==> src/verilog/scg_pkg.sv <==
// Purpose: shared constants and types for the self gain stage
// Assumes: one clock, 24-bit two's complement coefficients
// Notes: gain coefficients are signed with 22 fraction bits
package scg_pkg;

  // ----------------------------------------------------------------
  // widths and reset values
  // ----------------------------------------------------------------
  localparam int DATA_W = 24;
  localparam int WIDE_W = 50;
  localparam int GAIN_FRAC = 22;
  localparam int SER_BITS = 24;
  localparam int RATE_W = 20;
  localparam logic [5:0] SER_CNT_FULL = 6'h18;
  localparam logic [23:0] GAIN_RESET = 24'h000000;
  localparam logic signed [49:0] ROUND_HALF = 50'sh0000000200000;

  // ----------------------------------------------------------------
  // rate tables in milli samples per second, index is rate code, low two bits of it for the continuous tables
  // ----------------------------------------------------------------
  localparam logic [7:0][19:0] SINGLE_LF0 = {
    20'h1D4C0, 20'h0EA60, 20'h07530, 20'h03A98,
    20'h02710, 20'h01388, 20'h009C4, 20'h003E8};
  localparam logic [7:0][19:0] SINGLE_LF1 = {
    20'h186A0, 20'h0C350, 20'h061A8, 20'h030D4,
    20'h0208A, 20'h0104A, 20'h00820, 20'h00341};
  localparam logic [3:0][19:0] CONT_LF0 = {
    20'h75300, 20'h3A980, 20'h1D4C0, 20'h0EA60};
  localparam logic [3:0][19:0] CONT_LF1 = {
    20'h61A80, 20'h30D40, 20'h186A0, 20'h0C350};

  // ----------------------------------------------------------------
  // types
  // ----------------------------------------------------------------
  typedef struct packed {
    logic signed [23:0] self_offset;
    logic signed [23:0] sys_offset;
    logic signed [23:0] sys_gain;
  } scg_coef_t;

  typedef struct packed {
    logic [19:0] single_msps;
    logic [19:0] cont_msps;
    logic cont_ok;
  } scg_rate_t;

  typedef enum logic [1:0] {
    SER_IDLE = 2'b00,
    SER_SHIFT = 2'b01,
    SER_DONE = 2'b11
  } scg_ser_state_t;

endpackage

==> src/verilog/scg_rate_sel.sv <==
// Purpose: decode rate code and line frequency into output rates
// Assumes: select inputs are quasi static, same clock domain
// Notes: rates are given in milli samples per second
`timescale 1ns/1ps
module scg_rate_sel (
  input wire logic mclk,
  input wire logic rst_n,
  input wire logic [2:0] rate_code,
  input wire logic line_freq_sel,
  output scg_pkg::scg_rate_t rate_q
);
  import scg_pkg::*;

  scg_rate_t rate_d;

  // ----------------------------------------------------------------
  // table lookup
  // ----------------------------------------------------------------
  always_comb begin
    rate_d = '0;
    if (!line_freq_sel) begin
      rate_d.single_msps = SINGLE_LF0[rate_code];
      if (rate_code[2]) begin
        rate_d.cont_msps = CONT_LF0[rate_code[1:0]];
        rate_d.cont_ok = 1'b1;
      end
    end else begin
      rate_d.single_msps = SINGLE_LF1[rate_code];
      if (rate_code[2]) begin
        rate_d.cont_msps = CONT_LF1[rate_code[1:0]];
        rate_d.cont_ok = 1'b1;
      end
    end
  end

  always_ff @(posedge mclk or negedge rst_n) begin
    if (!rst_n) begin
      rate_q <= '0;
    end else begin
      rate_q <= rate_d;
    end
  end

endmodule

==> src/verilog/scg_gain_stage.sv <==
// Purpose: self gain register, serial access and correction chain
// Assumes: serial pins asynchronous to mclk, sclk well below mclk/4
// Notes: gain 24'h400000 is unity, full scale approaches two
`timescale 1ns/1ps
module scg_gain_stage (
  input wire logic mclk,
  input wire logic rst_n,
  input wire logic ser_cs_n,
  input wire logic ser_sclk,
  input wire logic ser_din,
  input wire logic ser_rd,
  output logic ser_dout,
  output logic ser_dout_oe,
  input wire logic cal_busy,
  input wire logic cal_done,
  input wire logic [23:0] cal_gain,
  input wire logic bypass_self_gain,
  input wire logic bypass_self_offset,
  input wire logic bypass_system_offset,
  input wire logic bypass_system_gain,
  input scg_pkg::scg_coef_t coef,
  input wire logic raw_valid,
  input wire logic [23:0] raw_result,
  input wire logic [2:0] rate_code,
  input wire logic line_freq_sel,
  output logic [23:0] self_cal_gain_value,
  output logic write_dropped,
  output logic result_valid,
  output logic [23:0] result,
  output scg_pkg::scg_rate_t rate
);
  import scg_pkg::*;

  // ----------------------------------------------------------------
  // arithmetic helpers
  // ----------------------------------------------------------------
  function automatic logic signed [23:0] sat24(
    input logic signed [49:0] v
  );
    if (v[49:23] == {27{v[49]}}) begin
      return v[23:0];
    end
    return v[49] ? 24'sh800000 : 24'sh7FFFFF;
  endfunction

  function automatic logic signed [23:0] sub_sat(
    input logic signed [23:0] a,
    input logic signed [23:0] b
  );
    logic signed [49:0] d;
    d = WIDE_W'(a) - WIDE_W'(b);
    return sat24(d);
  endfunction

  function automatic logic signed [23:0] mul_gain(
    input logic signed [23:0] x,
    input logic signed [23:0] g
  );
    logic signed [49:0] p;
    p = WIDE_W'(x) * WIDE_W'(g);
    p = p + ROUND_HALF;
    p = p >>> GAIN_FRAC;
    return sat24(p);
  endfunction

  // ----------------------------------------------------------------
  // elaboration checks
  // ----------------------------------------------------------------
  if (SER_BITS != DATA_W) begin : g_ser_w
    $error("serial frame length must equal gain width");
  end
  if (SER_CNT_FULL != 6'(SER_BITS)) begin : g_cnt_w
    $error("bit counter ceiling must equal frame length");
  end
  if (WIDE_W < 2 * DATA_W + 1) begin : g_wide_w
    $error("product width too narrow for signed product");
  end

  // ----------------------------------------------------------------
  // pin synchronisers
  // ----------------------------------------------------------------
  logic [3:0] pin_s1_q;
  logic [3:0] pin_s2_q;
  logic cs_prev_q;
  logic sclk_prev_q;
  logic cs_n_s;
  logic sclk_s;
  logic din_s;
  logic rd_s;

  always_ff @(posedge mclk or negedge rst_n) begin
    if (!rst_n) begin
      pin_s1_q <= 4'h8;
      pin_s2_q <= 4'h8;
    end else begin
      pin_s1_q <= {ser_cs_n, ser_sclk, ser_din, ser_rd};
      pin_s2_q <= pin_s1_q;
    end
  end

  assign cs_n_s = pin_s2_q[3];
  assign sclk_s = pin_s2_q[2];
  assign din_s = pin_s2_q[1];
  assign rd_s = pin_s2_q[0];

  always_ff @(posedge mclk or negedge rst_n) begin
    if (!rst_n) begin
      cs_prev_q <= 1'b1;
      sclk_prev_q <= 1'b0;
    end else begin
      cs_prev_q <= cs_n_s;
      sclk_prev_q <= sclk_s;
    end
  end

  logic frame_start;
  logic sclk_rise;
  logic sclk_fall;
  assign frame_start = cs_prev_q && !cs_n_s;
  assign sclk_rise = !sclk_prev_q && sclk_s;
  assign sclk_fall = sclk_prev_q && !sclk_s;

  // ----------------------------------------------------------------
  // serial frame control
  // ----------------------------------------------------------------
  scg_ser_state_t state_q;
  logic [23:0] shift_q;
  logic [5:0] cnt_q;
  logic rd_q;
  logic [23:0] gain_q;

  always_ff @(posedge mclk or negedge rst_n) begin
    if (!rst_n) begin
      state_q <= SER_IDLE;
    end else begin
      case (state_q)
        SER_IDLE: begin
          if (frame_start) begin
            state_q <= SER_SHIFT;
          end
        end
        SER_SHIFT: begin
          if (cs_n_s) begin
            state_q <= SER_DONE;
          end
        end
        SER_DONE: begin
          state_q <= SER_IDLE;
        end
        default: begin
          state_q <= SER_IDLE;
        end
      endcase
    end
  end

  always_ff @(posedge mclk or negedge rst_n) begin
    if (!rst_n) begin
      shift_q <= '0;
      cnt_q <= '0;
      rd_q <= 1'b0;
    end else if (state_q == SER_IDLE && frame_start) begin
      shift_q <= gain_q;
      cnt_q <= '0;
      rd_q <= rd_s;
    end else if (state_q == SER_SHIFT && !cs_n_s && sclk_rise) begin
      shift_q <= {shift_q[22:0], din_s};
      if (cnt_q != SER_CNT_FULL) begin
        cnt_q <= cnt_q + 6'h01;
      end
    end
  end

  always_ff @(posedge mclk or negedge rst_n) begin
    if (!rst_n) begin
      ser_dout <= 1'b0;
      ser_dout_oe <= 1'b0;
    end else if (state_q == SER_IDLE && frame_start) begin
      ser_dout <= gain_q[SER_BITS-1];
      ser_dout_oe <= rd_s;
    end else if (state_q == SER_SHIFT && !cs_n_s) begin
      if (sclk_fall) begin
        ser_dout <= shift_q[SER_BITS-1];
      end
    end else begin
      ser_dout_oe <= 1'b0;
    end
  end

  // ----------------------------------------------------------------
  // gain register
  // ----------------------------------------------------------------
  logic wr_req;
  logic wr_ok;
  logic busy_seen_q;
  assign wr_req = state_q == SER_DONE && !rd_q && cnt_q == SER_CNT_FULL;
  assign wr_ok = wr_req && !cal_busy && !busy_seen_q;

  always_ff @(posedge mclk or negedge rst_n) begin
    if (!rst_n) begin
      busy_seen_q <= 1'b0;
    end else if (state_q == SER_IDLE && frame_start) begin
      busy_seen_q <= cal_busy;
    end else if (state_q == SER_SHIFT && cal_busy) begin
      busy_seen_q <= 1'b1;
    end
  end

  always_ff @(posedge mclk or negedge rst_n) begin
    if (!rst_n) begin
      gain_q <= GAIN_RESET;
    end else if (cal_done) begin
      gain_q <= cal_gain;
    end else if (wr_ok) begin
      gain_q <= shift_q;
    end
  end

  always_ff @(posedge mclk or negedge rst_n) begin
    if (!rst_n) begin
      write_dropped <= 1'b0;
      self_cal_gain_value <= GAIN_RESET;
    end else begin
      write_dropped <= wr_req && (cal_busy || cal_done || busy_seen_q);
      self_cal_gain_value <= gain_q;
    end
  end

  // ----------------------------------------------------------------
  // correction chain
  // ----------------------------------------------------------------
  logic signed [23:0] s1_d;
  logic signed [23:0] s2_d;
  logic signed [23:0] s1_q;
  logic v1_q;

  always_comb begin
    s1_d = bypass_self_offset ? $signed(raw_result)
         : sub_sat($signed(raw_result), coef.self_offset);
    if (!bypass_self_gain) begin
      s1_d = mul_gain(s1_d, $signed(gain_q));
    end
  end

  always_comb begin
    s2_d = bypass_system_offset ? s1_q : sub_sat(s1_q, coef.sys_offset);
    if (!bypass_system_gain) begin
      s2_d = mul_gain(s2_d, coef.sys_gain);
    end
  end

  always_ff @(posedge mclk or negedge rst_n) begin
    if (!rst_n) begin
      s1_q <= '0;
      v1_q <= 1'b0;
      result <= '0;
      result_valid <= 1'b0;
    end else begin
      v1_q <= raw_valid;
      result_valid <= v1_q;
      if (raw_valid) begin
        s1_q <= s1_d;
      end
      if (v1_q) begin
        result <= s2_d;
      end
    end
  end

  // ----------------------------------------------------------------
  // rate selection
  // ----------------------------------------------------------------
  scg_rate_sel u_rate (
    .mclk(mclk),
    .rst_n(rst_n),
    .rate_code(rate_code),
    .line_freq_sel(line_freq_sel),
    .rate_q(rate)
  );

endmodule

==> config.mk <==
export PLATFORM = sky130hd
export DESIGN_NAME = scg_gain_stage
export DESIGN_NICKNAME = d
export VERILOG_FILES = /design/src/verilog/scg_pkg.sv /design/src/verilog/scg_rate_sel.sv /design/src/verilog/scg_gain_stage.sv
export SDC_FILE = /design/constraint.sdc
export NUM_CORES = 2
export LEC_CHECK = 0
export BUFFER_PORTS_ARGS = -buffer_cell sky130_fd_sc_hd__buf_2
export CORE_MARGIN = 8
export CORE_UTILIZATION = 30
export CTS_CLUSTER_SIZE = 20
export DETAILED_ROUTE_END_ITERATION = 12
export REMOVE_ABC_BUFFERS = 1
export SLEW_MARGIN = 20
export SYNTH_ARGS = -nofsm -noshare
export SYNTH_HDL_FRONTEND = slang
export SYNTH_HIERARCHICAL = 1
export SYNTH_SLANG_ARGS = --single-unit
==> constraint.sdc <==
create_clock -name mclk -period 13.03 [get_ports mclk]
set_clock_uncertainty 0.1 [all_clocks]
set_input_delay 0 -clock mclk [delete_from_list [all_inputs] [get_ports mclk]]
set_output_delay 0 -clock mclk [all_outputs]
set_load 0.1 [all_outputs]
== Word-level counts from Yosys, hierarchy flattened ==
Memories as Yosys holds them, arrays and structs flattened.
Cells that the tools add are included.
Cells by class
  $add $sub $neg: 5
  multipliers: 2
  $lt $le $gt $ge: 2
  equal/unequal tests: 11
  multiplexer cells: 48
  reductions and logical operators: 30
Operators by type and width (count)
  $mux 24: 20
  $add 48x23->49 const B: 2
  $mul 24x24->48: 2
  $bmux 20 s2: 2
  $mux 20: 4
  $eq 26x26->1: 2
  $sub 24x24->25: 2
  $mux 21: 2
  $mux 41: 1
  $mux 6: 3
  $mux 1: 13
  $logic_and 1x1->1: 12
  $reduce_bool 2->1: 6
  $eq 4x4->1: 2
  $add 6x1->6 const B: 1
  $eq 6x5->1 const B: 1
  $logic_not 1->1: 6
  $ne 2x2->1 const B: 3
  $ne 6x5->1 const B: 1
  $reduce_and 2->1: 3
  $lt 3x4->1 const B: 1
  $mux 2: 2
  $pmux 2 s2: 1
  $lt 2x3->1 const B: 1
  other kinds (4): 5
Word-level totals
  flip-flop bits (word level): 186
  ROM bits: 320
  input bits: 137
  output and inout port bits: 93
  word-level logic and storage cells: 121
  memories: 2
Memory list
  (no name shown): words 8, bits a word 20, rd ports 1, clocked after memory_dff 0, write ports 0, line scg_rate_sel.sv:22  | rate_d.single_msps = SINGLE_LF0[rate_code];
  (no name shown): words 8, bits a word 20, rd ports 1, clocked after memory_dff 0, write ports 0, line scg_rate_sel.sv:28  | rate_d.single_msps = SINGLE_LF1[rate_code];

== Longest topological paths before layout ==
  depth after elaboration: 12
  gate-level depth with buffers: 48
  depth with buffers taken out: 45

== Modules after synthesis ==
Netlist, hierarchy kept.
By module, submodules not included
  scg_gain_stage: instances 1, cells an instance 5738, area each 51463.1 um^2, seq. area each 3632.2 um^2
  scg_rate_sel: instances 1, cells an instance 130, area each 1418.9 um^2, seq. area each 750.7 um^2

== Worst setup path after synthesis ==
Ideal clock, no wire load.
  kind: register -> register
  start point: register s1_q[0]
  end point: register result[2]
  library setup time: 0.100 ns
  arrival: 9.971 ns
  data required time: 12.830 ns
  setup slack: 2.859 ns
  cell stages (with the launch flop): 44
  buffers on the path: 3
  clock period less this slack: 10.171 ns
  path through: dfrtp_1 -> inv_1 -> ha_1 -> inv_1 -> fa_1 -> a211oi_1 -> o211ai_1 -> nand2_1 -> o21ai_0 -> a31oi_1 -> o21bai_1 -> a21oi_1 -> xnor2_1 -> maj3_1 -> o21ai_1 -> clkbuf_1 -> nand2_1 -> fa_1 -> [8 not listed] -> inv_1 -> fa_1 -> inv_1 -> ha_1 -> clkbuf_1 -> a21o_1 -> a21oi_1 -> o21a_1 -> o21ai_0 -> a311oi_1 -> nand2_1 -> o211ai_1 -> nand2_1 -> o22a_1 -> xnor2_1 -> o31ai_2 -> buf_2 -> a311oi_1
On the way
  cells in the longest elaborated chain, start to end: 12
  elaborated cells on any way between the ends: 16
  classes of those cells: add/sub: 2; mul: 1; eq/ne: 2; mux: 11
RTL lines
  start, declared: line scg_gain_stage.sv:234  | logic signed [23:0] s1_q;
  start signal, assigned: line scg_gain_stage.sv:254  | s1_q <= '0;
  start signal, assigned: line scg_gain_stage.sv:262  | s1_q <= s1_d;
  $sub 24x24->25: line scg_gain_stage.sv:51  | d = WIDE_W'(a) - WIDE_W'(b);
  $eq 26x26->1: line scg_gain_stage.sv:40  | if (v[49:23] == {27{v[49]}}) begin
  $mux 1: line scg_gain_stage.sv:40
  $mux 24: line scg_gain_stage.sv:43  | return v[49] ? 24'sh800000 : 24'sh7FFFFF;
  $mux 24 *: line scg_gain_stage.sv:246  | s2_d = bypass_system_offset ? s1_q : sub_sat(s1_q, coef.sys_offset);
  $mul 24x24->48: line scg_gain_stage.sv:60  | p = WIDE_W'(x) * WIDE_W'(g);
  $add 48x23->49: line scg_gain_stage.sv:61  | p = p + ROUND_HALF;
  $eq 4x4->1: line scg_gain_stage.sv:40
  $mux 1: line scg_gain_stage.sv:40
  $mux 1: line scg_gain_stage.sv:247  | if (!bypass_system_gain) begin
  $mux 24: line scg_gain_stage.sv:43
  $mux 24 *: line scg_gain_stage.sv:247
  end signal, assigned: line scg_gain_stage.sv:256  | result <= '0;
  end signal, assigned: line scg_gain_stage.sv:265  | result <= s2_d;
  end, declared: line scg_gain_stage.sv:29  | output logic [23:0] result,
Every way passes the cells marked *; elsewhere a longest branch is shown, timed or not. The select of a mux whose other input is x is not followed.
A chain may end at the register's enable or synchronous reset.

== Worst setup path after layout ==
  start point: register s1_q[2]
  end point: register result[18]
The elaborated chain is that of the path after synthesis.

==> summary.md <==
| Metric | Value |
|---|---|
| Setup crit start kind | `flop` |
| CTS tree | `built` |
| Crit path largest cell delay | `0.78 ns` |
| Starting Density | `0.3009` |
| Synthesis-stage register bit count | `175` |
| Main synth FF type | `dfrtp_1` |
| Clk Latency, worst-skew pair | `0.53 ns` |
| Setup violators final | `0` |
| Clock sinks | `175` |
| Hold_buf cts | `44` |
| Die area | `0.1900 sq mm` |
| CORE AREA | `0.1757 sq mm` |
| Top Layer Used | `met4` |
| WL final | `155.7 mm` |
| Worst EP required | `13.37 ns` |
| Largest net degree at the start of global routing | `118` |
| Unrepaired setup endpoints after global routing | `false` |
| Most frequent CP cell | `fa_1` |
| I/O Buffers | `221` |
| IO Pins | `230` |
| Nets | `7628` |
| Number of buffers created by CTS | `17` |
| Setup CP Type | `flop to flop` |
| First-pass GRT wire length | `247.9 mm` |
| Routed length per instance | `18.76 um` |
| Max Freq | `82.73 MHz` |
| Routability cong. | `0.9304` |
| Final hold violations | `0` |
| CP Data Arrival Time | `12.43 ns` |
| Buf/Inv on CP | `6` |
| Final HPWL DP | `124.5 mm` |
| Distinct cells, synth | `88` |
| Post-cts gate resize count | `0` |
| Crit Path Max Fanout | `18` |
| Gr usage total | `0.1627` |
| Root Buffer | `clkbuf_16` |
| Multi-input gate area in the final layout | `0.04211 sq mm` |
| Status | `finished clean` |
| Worst Max-Slew Pin Slew | `1.172 ns` |
| Fillers | `18280` |
| Die Wd | `435.9 um` |
| Register area | `0.004384 sq mm` |
| Final core utilization | `0.3281` |
| Family with the most delay on the worst path | `adder cells` |
| WL met2 | `74.13 mm` |
| Reg clk slew, reported paths | `0.11 ns` |
| Hold Crit Class | `primary input to asynchronous set/reset pin` |
| Reg-to-Reg End | `result[18]` |
| Drc violations | `0` |
| Synthesized instance count | `5868` |
| Final Cycle Share | `0.9276` |
| Slew Limit Headroom | `0.2190` |
| CTS HTree Levels | `4` |
| Reg-to-reg slack, setup | `0.94 ns` |
| Critical path endpoint category | `flop` |
| Sequential area share after synthesis | `0.08288` |
| Setup bufs post-CTS | `0` |
| Initial DRT Pass Iterations | `9` |
| Slowest CP cell | `xnor2_1` |
| Gr ovfl total | `0` |
| R2r startpoint | `s1_q[2]` |
| M1 wire length | `65.56 mm` |
| TNS Setup | `0 ns` |
| DRT iter0 DRCs | `3031` |
| Vias/cell | `4.833` |
| Max cap viols | `0` |
| FFs w/ async S/R, synth | `1.000` |
| Via count | `40120` |
| Post-route minimum period | `12.09 ns` |
| R2R cell count | `38` |
| Mapped Area | `0.05288 sq mm` |
| Layout area overhead | `9.019%` |
| WL met3 | `10.85 mm` |
| Vias in the first global route | `43700` |
| Rows | `154` |
| Syn_area_per_cell | `9.012 sq um` |
| Layout cells sized above 1 | `0.07372` |
| DIE HEIGHT | `435.9 um` |
| Final antenna-violating net count | `0` |
| YS warnings | `6` |
| Post-synth EDFFs | `0` |
| Pins over their slew limit | `0` |
| Clock Path Buffers | `2` |
| Antenna violations before repair | `9` |
cell usage after synthesis (all sizes together) (82+ instances only):
master | number | area (sq um)
a21o | 105 | 788.3
a21oi | 174 | 870.8
nor2 | 109 | 409.1
nand2 | 944 | 3551
xnor2 | 82 | 718.2
inv | 1439 | 5401
and2 | 329 | 2058
fa | 1230 | 24620
ha | 319 | 3991
o21ai | 95 | 475.5
clkbuf | 261 | 979.7
dfrtp | 172 | 4304
sequential cells by signal, indices dropped and copies added (netlist names):
name	flops
busy_seen_q	1
cnt_q	6
cs_prev_q	1
gain_q	24
pin_s1_q	4
pin_s2_q	4
rd_q	1
result	24
result_valid	1
s1_q	24
sclk_prev_q	1
self_cal_gain_value	24
ser_dout	1
ser_dout_oe	1
shift_q	24
state_q	2
u_rate/rate_q	30
v1_q	1
write_dropped	1
cells by family (layout without fill, tap and decap cells):
kind of cell / Yosys count / after routing / share of synthesized area
xor+xnor: 116 / 116 / 0.01921
other cells: 1 / 13 / 0.00007091
simple gates: 1587 / 1587 / 0.1379
flops: 175 / 175 / 0.08288
mux: 14 / 14 / 0.002745
compound gates: 675 / 675 / 0.08761
fa+ha+maj: 1562 / 1562 / 0.5436
buf+inv: 1738 / 1818 / 0.1260
cell type report:
class	count	area share
Inverter	1439	0.09369
Timing Repair Buffer	347	0.03765
Antenna cell	5	0.0002170
Multi-Input combinational cell	3962	0.7305
Tap cell	2340	0.05078
Clock buffer	17	0.007379
Sequential cell	175	0.07605
Clock inverter	15	0.003733
how the worst max path moves through the flow:
stage | cells past startpoint | endpoint | slack [ns] | startpoint
global placement | 37 | s1_q[22] | 1.33 | coef[61]
detailed placement | 36 | result[13] | 0.97 | s1_q[2]
global route | 38 | result[8] | 0.24 | s1_q[3]
floorplan | 39 | s1_q[0] | 2.28 | coef[61]
finish | 38 | result[18] | 0.94 | s1_q[2]
CTS | 36 | result[13] | 0.94 | s1_q[2]
layer usage:
layer | track usage | up-vias
met1 | 0.2126 | 20700
met4 | 0.04870 | 0
met5 | 0 | -
met3 | 0.03086 | 244
li1 | - | 17670
met2 | 0.2743 | 1506
layout by cell type, fill, tap and decap left out, types with 13 or more instances in the layout:
| master | Yosys | layout |
|---|---|---|
| nor3_1 | 14 | 14 |
| xor2_1 | 34 | 34 |
| and2_1 | 329 | 329 |
| nand2_1 | 943 | 943 |
| a21o_1 | 105 | 105 |
| ha_1 | 319 | 319 |
| a211oi_2 | 22 | 22 |
| a31oi_1 | 19 | 19 |
| buf_2 | 6 | 220 |
| a21oi_2 | 0 | 14 |
| o22ai_1 | 47 | 47 |
| xnor2_1 | 82 | 82 |
| nand2b_1 | 28 | 28 |
| maj3_1 | 13 | 13 |
| a222oi_1 | 24 | 24 |
| inv_1 | 1439 | 1439 |
| o21ai_2 | 0 | 18 |
| or2_2 | 14 | 14 |
| a22oi_1 | 27 | 27 |
| o21bai_1 | 15 | 15 |
| o211ai_1 | 15 | 15 |
| dlygate4sd3_1 | 0 | 44 |
| nand4_1 | 28 | 28 |
| and3_1 | 21 | 21 |
| a21oi_1 | 174 | 156 |
| dfrtp_1 | 172 | 171 |
| fa_1 | 1230 | 1230 |
| a211oi_1 | 33 | 33 |
| nand3_1 | 38 | 38 |
| buf_4 | 16 | 82 |
| nor2_1 | 109 | 109 |
| nor2b_1 | 28 | 28 |
| o21a_1 | 16 | 16 |
| o21ai_0 | 72 | 72 |
| a311oi_1 | 16 | 16 |
| clkbuf_16 | 0 | 17 |
per-stage QoR:
step / setup WS (ns) / hold WS [ns] / cell area (sq um) / cells
detailed placement: 0.9700 / 0.007897 / 56520 / 8219
CTS: 0.9359 / 0.04095 / 57600 / 8295
finish: 0.9430 / 0.06905 / 57650 / 8300
global placement: 1.326 / 0.007408 / 56500 / 8219
floorplan: 2.284 / -0.3956 / 51650 / 5576
global route: 0.2366 / 0.09325 / 57650 / 8299
Power is left out: the tool's default activity adds up to more than one toggle a clock period on the data nets, which glitch-free logic cannot reach.
